<file path="src/design/fault_log_defines.svh">
// Offsets, field positions, reset values and counts of the fault flag
// and fault log configuration bank. Definitions only.
`ifndef FAULT_LOG_DEFINES_SVH
`define FAULT_LOG_DEFINES_SVH

// ****************************************************************
// Register offsets
// ****************************************************************
`define OFS_FAULT_FLAGS_HIGH 8'h1C
`define OFS_SECONDARY_FAILURE_SLOT 8'h1D
`define OFS_FAULT_LOG_CONTENT_SELECT 8'h6D
`define OFS_UV_CRITICAL_ENABLE_LOW 8'h6E
`define OFS_UV_OV_CRITICAL_ENABLE_MIXED 8'h6F
`define OFS_LOG_LOCK 8'h8C

// ****************************************************************
// Field positions
// ****************************************************************
`define FLAG_OVERCURRENT_BIT 4
`define FLAG_EXTERNAL_FAULT_BIT 5
`define FLAG_BUS_ALERT_BIT 6
`define CFG_EXT_TRIGGER_BIT 2
`define LOCK_BIT 1
`define SEL_NOTHING 2'h3

// ****************************************************************
// Reset values
// ****************************************************************
`define RST_FLAGS 7'h00
`define RST_SLOT 5'h00
`define RST_LOG_CFG 3'h0
`define RST_ENABLE 8'h00

// ****************************************************************
// Log layout and counts
// ****************************************************************
`define LOG_BYTES 16
`define LOG_LAST_IDX 4'hF
`define LOG_IDX_SLOT 4'h0
`define LOG_IDX_FLAGS_LOW 4'h1
`define LOG_IDX_FLAGS_HIGH 4'h2
`define LOG_IDX_ADC_FIRST 4'h3
`define LOG_IDX_ADC_LAST 4'hE
`define INPUT_COUNT 12
`define ADC_BITS 10

`endif

</file>
<file path="src/design/fault_log_pkg.sv">
// Types shared by the fault flag and log configuration bank.
// Assumes the defines header is compiled alongside.
package fault_log_pkg;

  typedef enum logic [1:0] {
    LOG_IDLE = 2'b00,
    LOG_WRITE = 2'b01,
    LOG_LOCKED = 2'b10
  } log_state_t;

endpackage : fault_log_pkg

</file>
<file path="src/design/fault_log_store.sv">
// Sixteen-byte fault log store with one write port and a registered read.
// Assumes both ports in the ref_clk_in domain.
`timescale 1ns/1ps
`default_nettype none
`include "fault_log_defines.svh"

module fault_log_store (
  input wire logic ref_clk_in,
  input wire logic wr_en_in,
  input wire logic [3:0] wr_addr_in,
  input wire logic [7:0] wr_data_in,
  input wire logic [3:0] rd_addr_in,
  output logic [7:0] rd_data_out
);

  logic [7:0] mem_q [0:`LOG_BYTES-1];

  // No reset: content is only meaningful after a log has been written
  always_ff @(posedge ref_clk_in) begin
    if (wr_en_in) begin
      mem_q[wr_addr_in] <= wr_data_in;
    end
    rd_data_out <= mem_q[rd_addr_in];
  end

endmodule : fault_log_store
`default_nettype wire

</file>
<file path="src/design/fault_flag_and_log_config.sv">
// Fault flag registers, secondary failure slot, critical fault log
// configuration and the log writer of a supply monitor.
// Assumes all inputs synchronous to ref_clk_in; the serial interface
// presents one register access per strobe on the reg_* port.
//
// Function
// RULE1: fault_flags_high: inputs 9-12 in bits 3:0, overcurrent 4, external fault 5, bus alert 6.
// RULE2: A secondary failure stores its slot in read-only secondary_failure_slot[4:0], rest zero.
// RULE3: fault_log_content_select[1:0] picks flags plus values, flags, values or nothing to log.
// RULE4: fault_log_content_select[2] makes a low external fault line log; bits 7:3 unused.
// RULE5: Bit n of undervoltage_critical_enable_low makes input n+1 undervoltage a critical fault.
// RULE6: uv_ov_critical_enable_mixed[3:0] make inputs 9-12 undervoltage a critical fault.
// RULE7: uv_ov_critical_enable_mixed[7:4] make inputs 1-4 overvoltage a critical fault.
// RULE8: A flag sets only when its enable is set, and writing one clears it; the overcurrent and bus alert flags here have no enable.
// RULE9: A stored log locks the log memory until software writes zero to bit 1 of the lock register.
// RULE10: Every converter result in the log is stored as eight bits.
// RULE11: Flags stay set until cleared, and bit 7 of fault_flags_high reads as zero.
`timescale 1ns/1ps
`default_nettype none
`include "fault_log_defines.svh"

module fault_flag_and_log_config
  import fault_log_pkg::*;
(
  input wire logic ref_clk_in,
  input wire logic resetn_in,
  input wire logic [7:0] reg_addr_in,
  input wire logic reg_wr_in,
  input wire logic [7:0] reg_wdata_in,
  input wire logic reg_rd_in,
  output logic [7:0] reg_rdata_out,
  input wire logic [11:0] monitored_input_uv_in,
  input wire logic [3:0] monitored_input_ov_in,
  input wire logic overcurrent_in,
  input wire logic external_fault_line_low_in,
  input wire logic bus_alert_in,
  input wire logic secondary_fail_in,
  input wire logic [4:0] secondary_slot_in,
  input wire logic [4:0] sequencer_state_in,
  input wire logic [119:0] adc_values_in,
  input wire logic [3:0] log_rd_addr_in,
  output logic [7:0] log_rd_data_out,
  output logic log_busy_out,
  output logic log_locked_out
);

  // ****************************************************************
  // State
  // ****************************************************************
  logic [6:0] flags_q, flags_d;
  logic [4:0] slot_q;
  logic [2:0] log_cfg_q;
  logic [7:0] en_low_q;
  logic [7:0] en_mixed_q;
  log_state_t state_q, state_d;
  logic [3:0] idx_q;
  logic locked_q;

  // ****************************************************************
  // Decode
  // ****************************************************************
  function automatic logic hit(input logic [7:0] addr, input logic [7:0] ofs);
    hit = (addr == ofs);
  endfunction : hit

  wire wr_flags = reg_wr_in && hit(reg_addr_in, `OFS_FAULT_FLAGS_HIGH);
  wire wr_cfg = reg_wr_in && hit(reg_addr_in, `OFS_FAULT_LOG_CONTENT_SELECT);
  wire wr_en_low = reg_wr_in && hit(reg_addr_in, `OFS_UV_CRITICAL_ENABLE_LOW);
  wire wr_en_mixed = reg_wr_in && hit(reg_addr_in, `OFS_UV_OV_CRITICAL_ENABLE_MIXED);
  wire unlock_wr = reg_wr_in && hit(reg_addr_in, `OFS_LOG_LOCK) && !reg_wdata_in[`LOCK_BIT];

  // ****************************************************************
  // Critical fault sources
  // ****************************************************************
  wire [7:0] crit_low = monitored_input_uv_in[7:0] & en_low_q; // RULE5
  wire [3:0] crit_uv_high = monitored_input_uv_in[11:8] & en_mixed_q[3:0]; // RULE6
  wire [3:0] crit_ov = monitored_input_ov_in & en_mixed_q[7:4]; // RULE7
  wire crit_ext = external_fault_line_low_in && log_cfg_q[`CFG_EXT_TRIGGER_BIT]; // RULE4
  wire critical = |{crit_low, crit_uv_high, crit_ov, crit_ext};
  wire [1:0] sel = log_cfg_q[1:0];
  wire log_start = (state_q == LOG_IDLE) && !locked_q && critical && (sel != `SEL_NOTHING);

  // Input and external fault flags set only through their enables, overcurrent and bus alert directly; set wins over the write-one clear
  wire [6:0] flag_set = {bus_alert_in, crit_ext, overcurrent_in, crit_uv_high}; // RULE1 RULE8
  wire [6:0] flag_clr = wr_flags ? reg_wdata_in[6:0] : 7'h00; // RULE8
  assign flags_d = (flags_q & ~flag_clr) | flag_set; // RULE11

  // ****************************************************************
  // Log byte selection
  // ****************************************************************
  logic [7:0] adc8 [0:`INPUT_COUNT-1];
  genvar g;
  generate
    for (g = 0; g < `INPUT_COUNT; g++) begin : g_adc
      // Upper eight bits of the 10-bit result; the two LSBs are dropped
      assign adc8[g] = adc_values_in[g*`ADC_BITS+2 +: 8]; // RULE10
    end
  endgenerate

  wire save_flags = !sel[1]; // RULE3
  wire save_adc = !sel[0]; // RULE3
  wire idx_is_adc = (idx_q >= `LOG_IDX_ADC_FIRST) && (idx_q <= `LOG_IDX_ADC_LAST);
  wire [3:0] adc_sel = idx_q - `LOG_IDX_ADC_FIRST;
  wire [7:0] flags_low_byte = crit_low | {4'h0, crit_ov};
  wire [7:0] log_byte =
    (idx_q == `LOG_IDX_SLOT) ? {3'h0, sequencer_state_in} :
    (idx_q == `LOG_IDX_FLAGS_LOW) ? (save_flags ? flags_low_byte : 8'h00) :
    (idx_q == `LOG_IDX_FLAGS_HIGH) ? (save_flags ? {1'b0, flags_q} : 8'h00) :
    (idx_is_adc && save_adc) ? adc8[adc_sel] : 8'h00;
  wire log_wr = (state_q == LOG_WRITE);

  always_comb begin
    state_d = state_q;
    case (state_q)
      LOG_IDLE: begin
        if (log_start) begin
          state_d = LOG_WRITE;
        end
      end
      LOG_WRITE: begin
        if (idx_q == `LOG_LAST_IDX) begin
          state_d = LOG_LOCKED;
        end
      end
      LOG_LOCKED: begin
        if (unlock_wr) begin
          state_d = LOG_IDLE;
        end
      end
      default: state_d = LOG_IDLE;
    endcase
  end

  // Register read mux; reserved bits read zero
  wire [7:0] rd_mux =
    hit(reg_addr_in, `OFS_FAULT_FLAGS_HIGH) ? {1'b0, flags_q} : // RULE11
    hit(reg_addr_in, `OFS_SECONDARY_FAILURE_SLOT) ? {3'h0, slot_q} : // RULE2
    hit(reg_addr_in, `OFS_FAULT_LOG_CONTENT_SELECT) ? {5'h00, log_cfg_q} : // RULE4
    hit(reg_addr_in, `OFS_UV_CRITICAL_ENABLE_LOW) ? en_low_q :
    hit(reg_addr_in, `OFS_UV_OV_CRITICAL_ENABLE_MIXED) ? en_mixed_q :
    hit(reg_addr_in, `OFS_LOG_LOCK) ? {6'h00, locked_q, 1'b0} : 8'h00;

  // ****************************************************************
  // Registers
  // ****************************************************************
  always_ff @(posedge ref_clk_in) begin
    if (!resetn_in) begin
      flags_q <= `RST_FLAGS;
      slot_q <= `RST_SLOT;
      log_cfg_q <= `RST_LOG_CFG;
      en_low_q <= `RST_ENABLE;
      en_mixed_q <= `RST_ENABLE;
    end else begin
      flags_q <= flags_d; // RULE8
      if (secondary_fail_in) slot_q <= secondary_slot_in; // RULE2
      if (wr_cfg) log_cfg_q <= reg_wdata_in[2:0]; // RULE3
      if (wr_en_low) en_low_q <= reg_wdata_in; // RULE5
      if (wr_en_mixed) en_mixed_q <= reg_wdata_in; // RULE6 RULE7
    end
  end

  always_ff @(posedge ref_clk_in) begin
    if (!resetn_in) begin
      state_q <= LOG_IDLE;
      idx_q <= 4'h0;
      locked_q <= 1'b0;
      log_busy_out <= 1'b0;
      log_locked_out <= 1'b0;
      reg_rdata_out <= 8'h00;
    end else begin
      state_q <= state_d;
      idx_q <= log_wr ? idx_q + 4'h1 : 4'h0;
      // Lock after the last byte; an unlock in that same cycle loses
      locked_q <= (state_d == LOG_LOCKED); // RULE9
      log_busy_out <= (state_d == LOG_WRITE);
      log_locked_out <= (state_d == LOG_LOCKED);
      if (reg_rd_in) reg_rdata_out <= rd_mux;
    end
  end

  fault_log_store u_store (
    .ref_clk_in(ref_clk_in),
    .wr_en_in(log_wr),
    .wr_addr_in(idx_q),
    .wr_data_in(log_byte),
    .rd_addr_in(log_rd_addr_in),
    .rd_data_out(log_rd_data_out)
  );
endmodule : fault_flag_and_log_config
`default_nettype wire

</file>
<file path="config.mk">
export PLATFORM = sky130hd
export DESIGN_NAME = fault_flag_and_log_config
export DESIGN_NICKNAME = d
export VERILOG_FILES = /design/src/design/fault_log_pkg.sv /design/src/design/fault_log_store.sv /design/src/design/fault_flag_and_log_config.sv
export VERILOG_INCLUDE_DIRS = /design/src /design/src/design
export SDC_FILE = /design/constraint.sdc
export NUM_CORES = 1
export LEC_CHECK = 0
export BUFFER_PORTS_ARGS = -buffer_cell sky130_fd_sc_hd__buf_4
export CAP_MARGIN = 25
export CORE_UTILIZATION = 45
export CTS_CLUSTER_DIAMETER = 50
export DETAILED_ROUTE_END_ITERATION = 8
export GPL_TIMING_DRIVEN = 0
export HOLD_SLACK_MARGIN = 0.1
export PLACE_DENSITY = 0.68
export RECOVER_POWER = 25
export SYNTH_ARGS = -nofsm -noshare
export SYNTH_HDL_FRONTEND = slang
export SYNTH_SLANG_ARGS = --single-unit
</file>
<file path="constraint.sdc">
create_clock -name ref_clk_in -period 4.35 [get_ports ref_clk_in]
set_input_delay 0 -clock ref_clk_in [delete_from_list [all_inputs] [get_ports ref_clk_in]]
set_output_delay 0 -clock ref_clk_in [all_outputs]
set_load 0.01 [all_outputs]
</file>
==> metrics.txt <==
violated checks=design-rule violations; drt wl/cell=22.1 um; Die Width=139 um; main area contributors after synthesis=edfxtp_1 46%, mux4_2 17%, dfxtp_1 13%; root buffer cell=clkbuf_16; CP Capture Type=flop; post-synth top area share=0.457; via count=approximately 5900; syn_nets=roughly 730; mapped cell area=8410 um2; fin util=0.595; Ant. Diodes=0; Max Root-Sink Buffers=2; Skew-Pair Late Insertion Delay=roughly 0.43 ns; asr flop ratio synth=0; clk sinks=183; DR DRC count=1; EDFF count, synth=128; Final nets=953; final wirelength=22400 um; area of the core=about 18000 um2; CP required=~4.6 ns; post-synthesis cell count=between 500 and 600; total track usage=0.242; Clk pin slew, worst setup/hold paths=0.07 ns; DPL Wire Length=16800 um; mean post-synth cell area=between 15 and 20 um2; Vias/cell=5.84; Sw Share=0.220; grt total ovfl=0; initial antenna violation count=0; Final Hold Viols=0; Yosys top cell by area=edfxtp_1; placer congestion estimate=0.923; Pins Over Slew Limit=0; top-count cell post-synth=edfxtp_1; pwr dens=approximately 350 nW/um2; fin crit period=3.85 ns; WS Path Type=flop to flop; Final Cycle Share=0.884; Psw=0.000825 W; Iter 0 DRT Violations=414; Final ANT Viol Nets=0; sequential power share=0.499; Setup WS pre-CTS=between 0.4 and 0.5 ns; first-pass GRT wire length=34600 um; die extent in y=139 um; Setup WS post-layout=0.503 ns; Max Cap Violations=0; number of global-route vias before repair=6265; Worst setup SP type=flop; Fmax=260 MHz; Synth cell types=56; Seq/Total Area, Yosys=0.588; Clk pwr share=0.418; Worst slew margin=0.428; Synth-to-Final Area Change=28.4%; crit path DAT=4.11 ns; Worst Max-Slew Pin Slew=0.855 ns; CTS tree=built; number of port buffers=160; RSZ-0062 raised after global routing=false; Logic pwr share=0.083; Max VDD drop=0.258 mV; P_int=0.00293 W; Seq cells post-synth=between 150 and 200; Synth Flop Type=edfxtp_1; crit-path max FO=12; largest net degree at the start of global routing=18; clock buffer count from CTS=17; layout cells sized above 1=0.324; H-tree Lvls=4; TritonRoute pass-1 iters=8; Die ar.=just under 20000 um2; Resize count post-CTS=0; outcome=finished with violations; final clock skew=0.0122 ns; Ys Warns=0; Leak=4.03 nW; top cells by count, synth=128 x edfxtp_1, 64 x mux4_2, 55 x dfxtp_1; final setup vio count=0; io pins=~190; site row count=between 40 and 50; worst hold path type=primary input to flop; Starting Density=0.463
sequential cells by signal (all words and copies together), names as in the netlist:
name                 flops
en_low_q                 8
en_mixed_q               8
flags_q                  7
idx_q                    4
locked_q                 1
log_busy_out             1
log_cfg_q                3
reg_rdata_out            8
slot_q                   5
state_q                  2
u_store.mem_q          128
u_store.rd_data_out      8
metrics by stage:
| step | setup TNS, ns | hold slack, ns | power, W | std cells | area, um2 |
|---|---|---|---|---|---|
| final | 0 | 0.106 | 0.00375 | 1017 | 10800 |
| after global routing | 0 | 0.131 | 0.00386 | 1017 | 10800 |
| after CTS | 0 | 0.101 | 0.00378 | 1017 | 10900 |
| after detailed placement | 0 | 0.219 | 0.00221 | 947 | 9910 |
| after global placement | -0.237 | 0.214 | 0.00220 | 945 | 9890 |
| after floorplan | 0 | 0.124 | 0.00204 | 556 | 8410 |
final cells by class:
cell class / instances / area [um2]
plain buffers: 32 / 146
clock buffers: 19 / 443
clock inverters: 13 / 158
fillers: 1427 / 7360
inverters: 7 / 26.3
multi-input cells: 334 / 3270
flip-flops and latches: 183 / 4940
well taps: 229 / 287
repair buffers: 200 / 1520
path summary, 6_finish.rpt:
path	cells after the start	slack [ns]	end	from
worst max register to register	11	0.50	u_store.mem_q[14][7]	idx_q[0]
worst max-delay path	11	0.50	u_store.mem_q[14][7]	idx_q[0]
worst min register to register	2	0.49	reg_rdata_out[3]	reg_rdata_out[3]
worst min-delay path	2	0.11	u_store.rd_data_out[6]	log_rd_addr_in[3]
timing repair:
item,CTS,global route
endpoints found under the hold margin,41,0
hold buffers,38,0
buffers inserted,0,0
endpoints found under the setup margin,0,0
cells in the final DEF, fill, tap and decap left out, drive strengths merged, types with 3 or more instances in the layout:
| cell | instances |
|---|---|
| o21a | 6 |
| ha | 4 |
| a21oi | 16 |
| mux2i | 36 |
| a21boi | 8 |
| a2bb2oi | 4 |
| dfxtp | 55 |
| nor3b | 5 |
| and2 | 13 |
| nor3 | 3 |
| a211o | 6 |
| dlygate4sd3 | 38 |
| nor2b | 28 |
| nand3b | 7 |
| clkbuf | 55 |
| and3 | 4 |
| a32oi | 3 |
| mux4 | 64 |
| nor2 | 29 |
| o221a | 5 |
| a22oi | 7 |
| nand2b | 3 |
| nand2 | 24 |
| clkinv | 4 |
| buf | 158 |
| inv | 13 |
| o21ai | 21 |
| nand3 | 8 |
| edfxtp | 128 |
cells by family after synthesis:
logic type,share of synthesized area
fa+ha+maj,0.00595
buf+inv,0.0211
mux,0.217
xor+xnor,0.00313
simple gates,0.0920
compound gates,0.0725
flops,0.588
critical path, stage by stage, from the launching register on:
cell      delay, ns
dfxtp_1        0.49
buf_4          0.28
buf_4          0.26
clkinv_1       0.24
ha_1           0.36
buf_2          0.23
buf_2          0.31
buf_2          0.32
mux4_2         0.26
nand3_1        0.08
a32oi_1        0.53
buf_4          0.31
metal layers:
layer  share of wire  up-vias  global-route usage
met5               0        -                   0
met4           0.022        0              0.0807
met3           0.062       36              0.0452
met2            0.52      286               0.430
met1            0.40     2974               0.296
li1                -     2644                   -
power by group through the flow:
stage	sequential (W)	combinational (W)	clock (W)
6_report	0.00187	0.000310	0.00157
2_1_floorplan	0.00192	0.000123	0
3_5_place_dp	0.00191	0.000294	0
3_3_place_gp	0.00191	0.000288	0
5_1_grt	0.00187	0.000330	0.00165
4_1_cts	0.00187	0.000320	0.00158
Power figures use the tool's default switching activity.
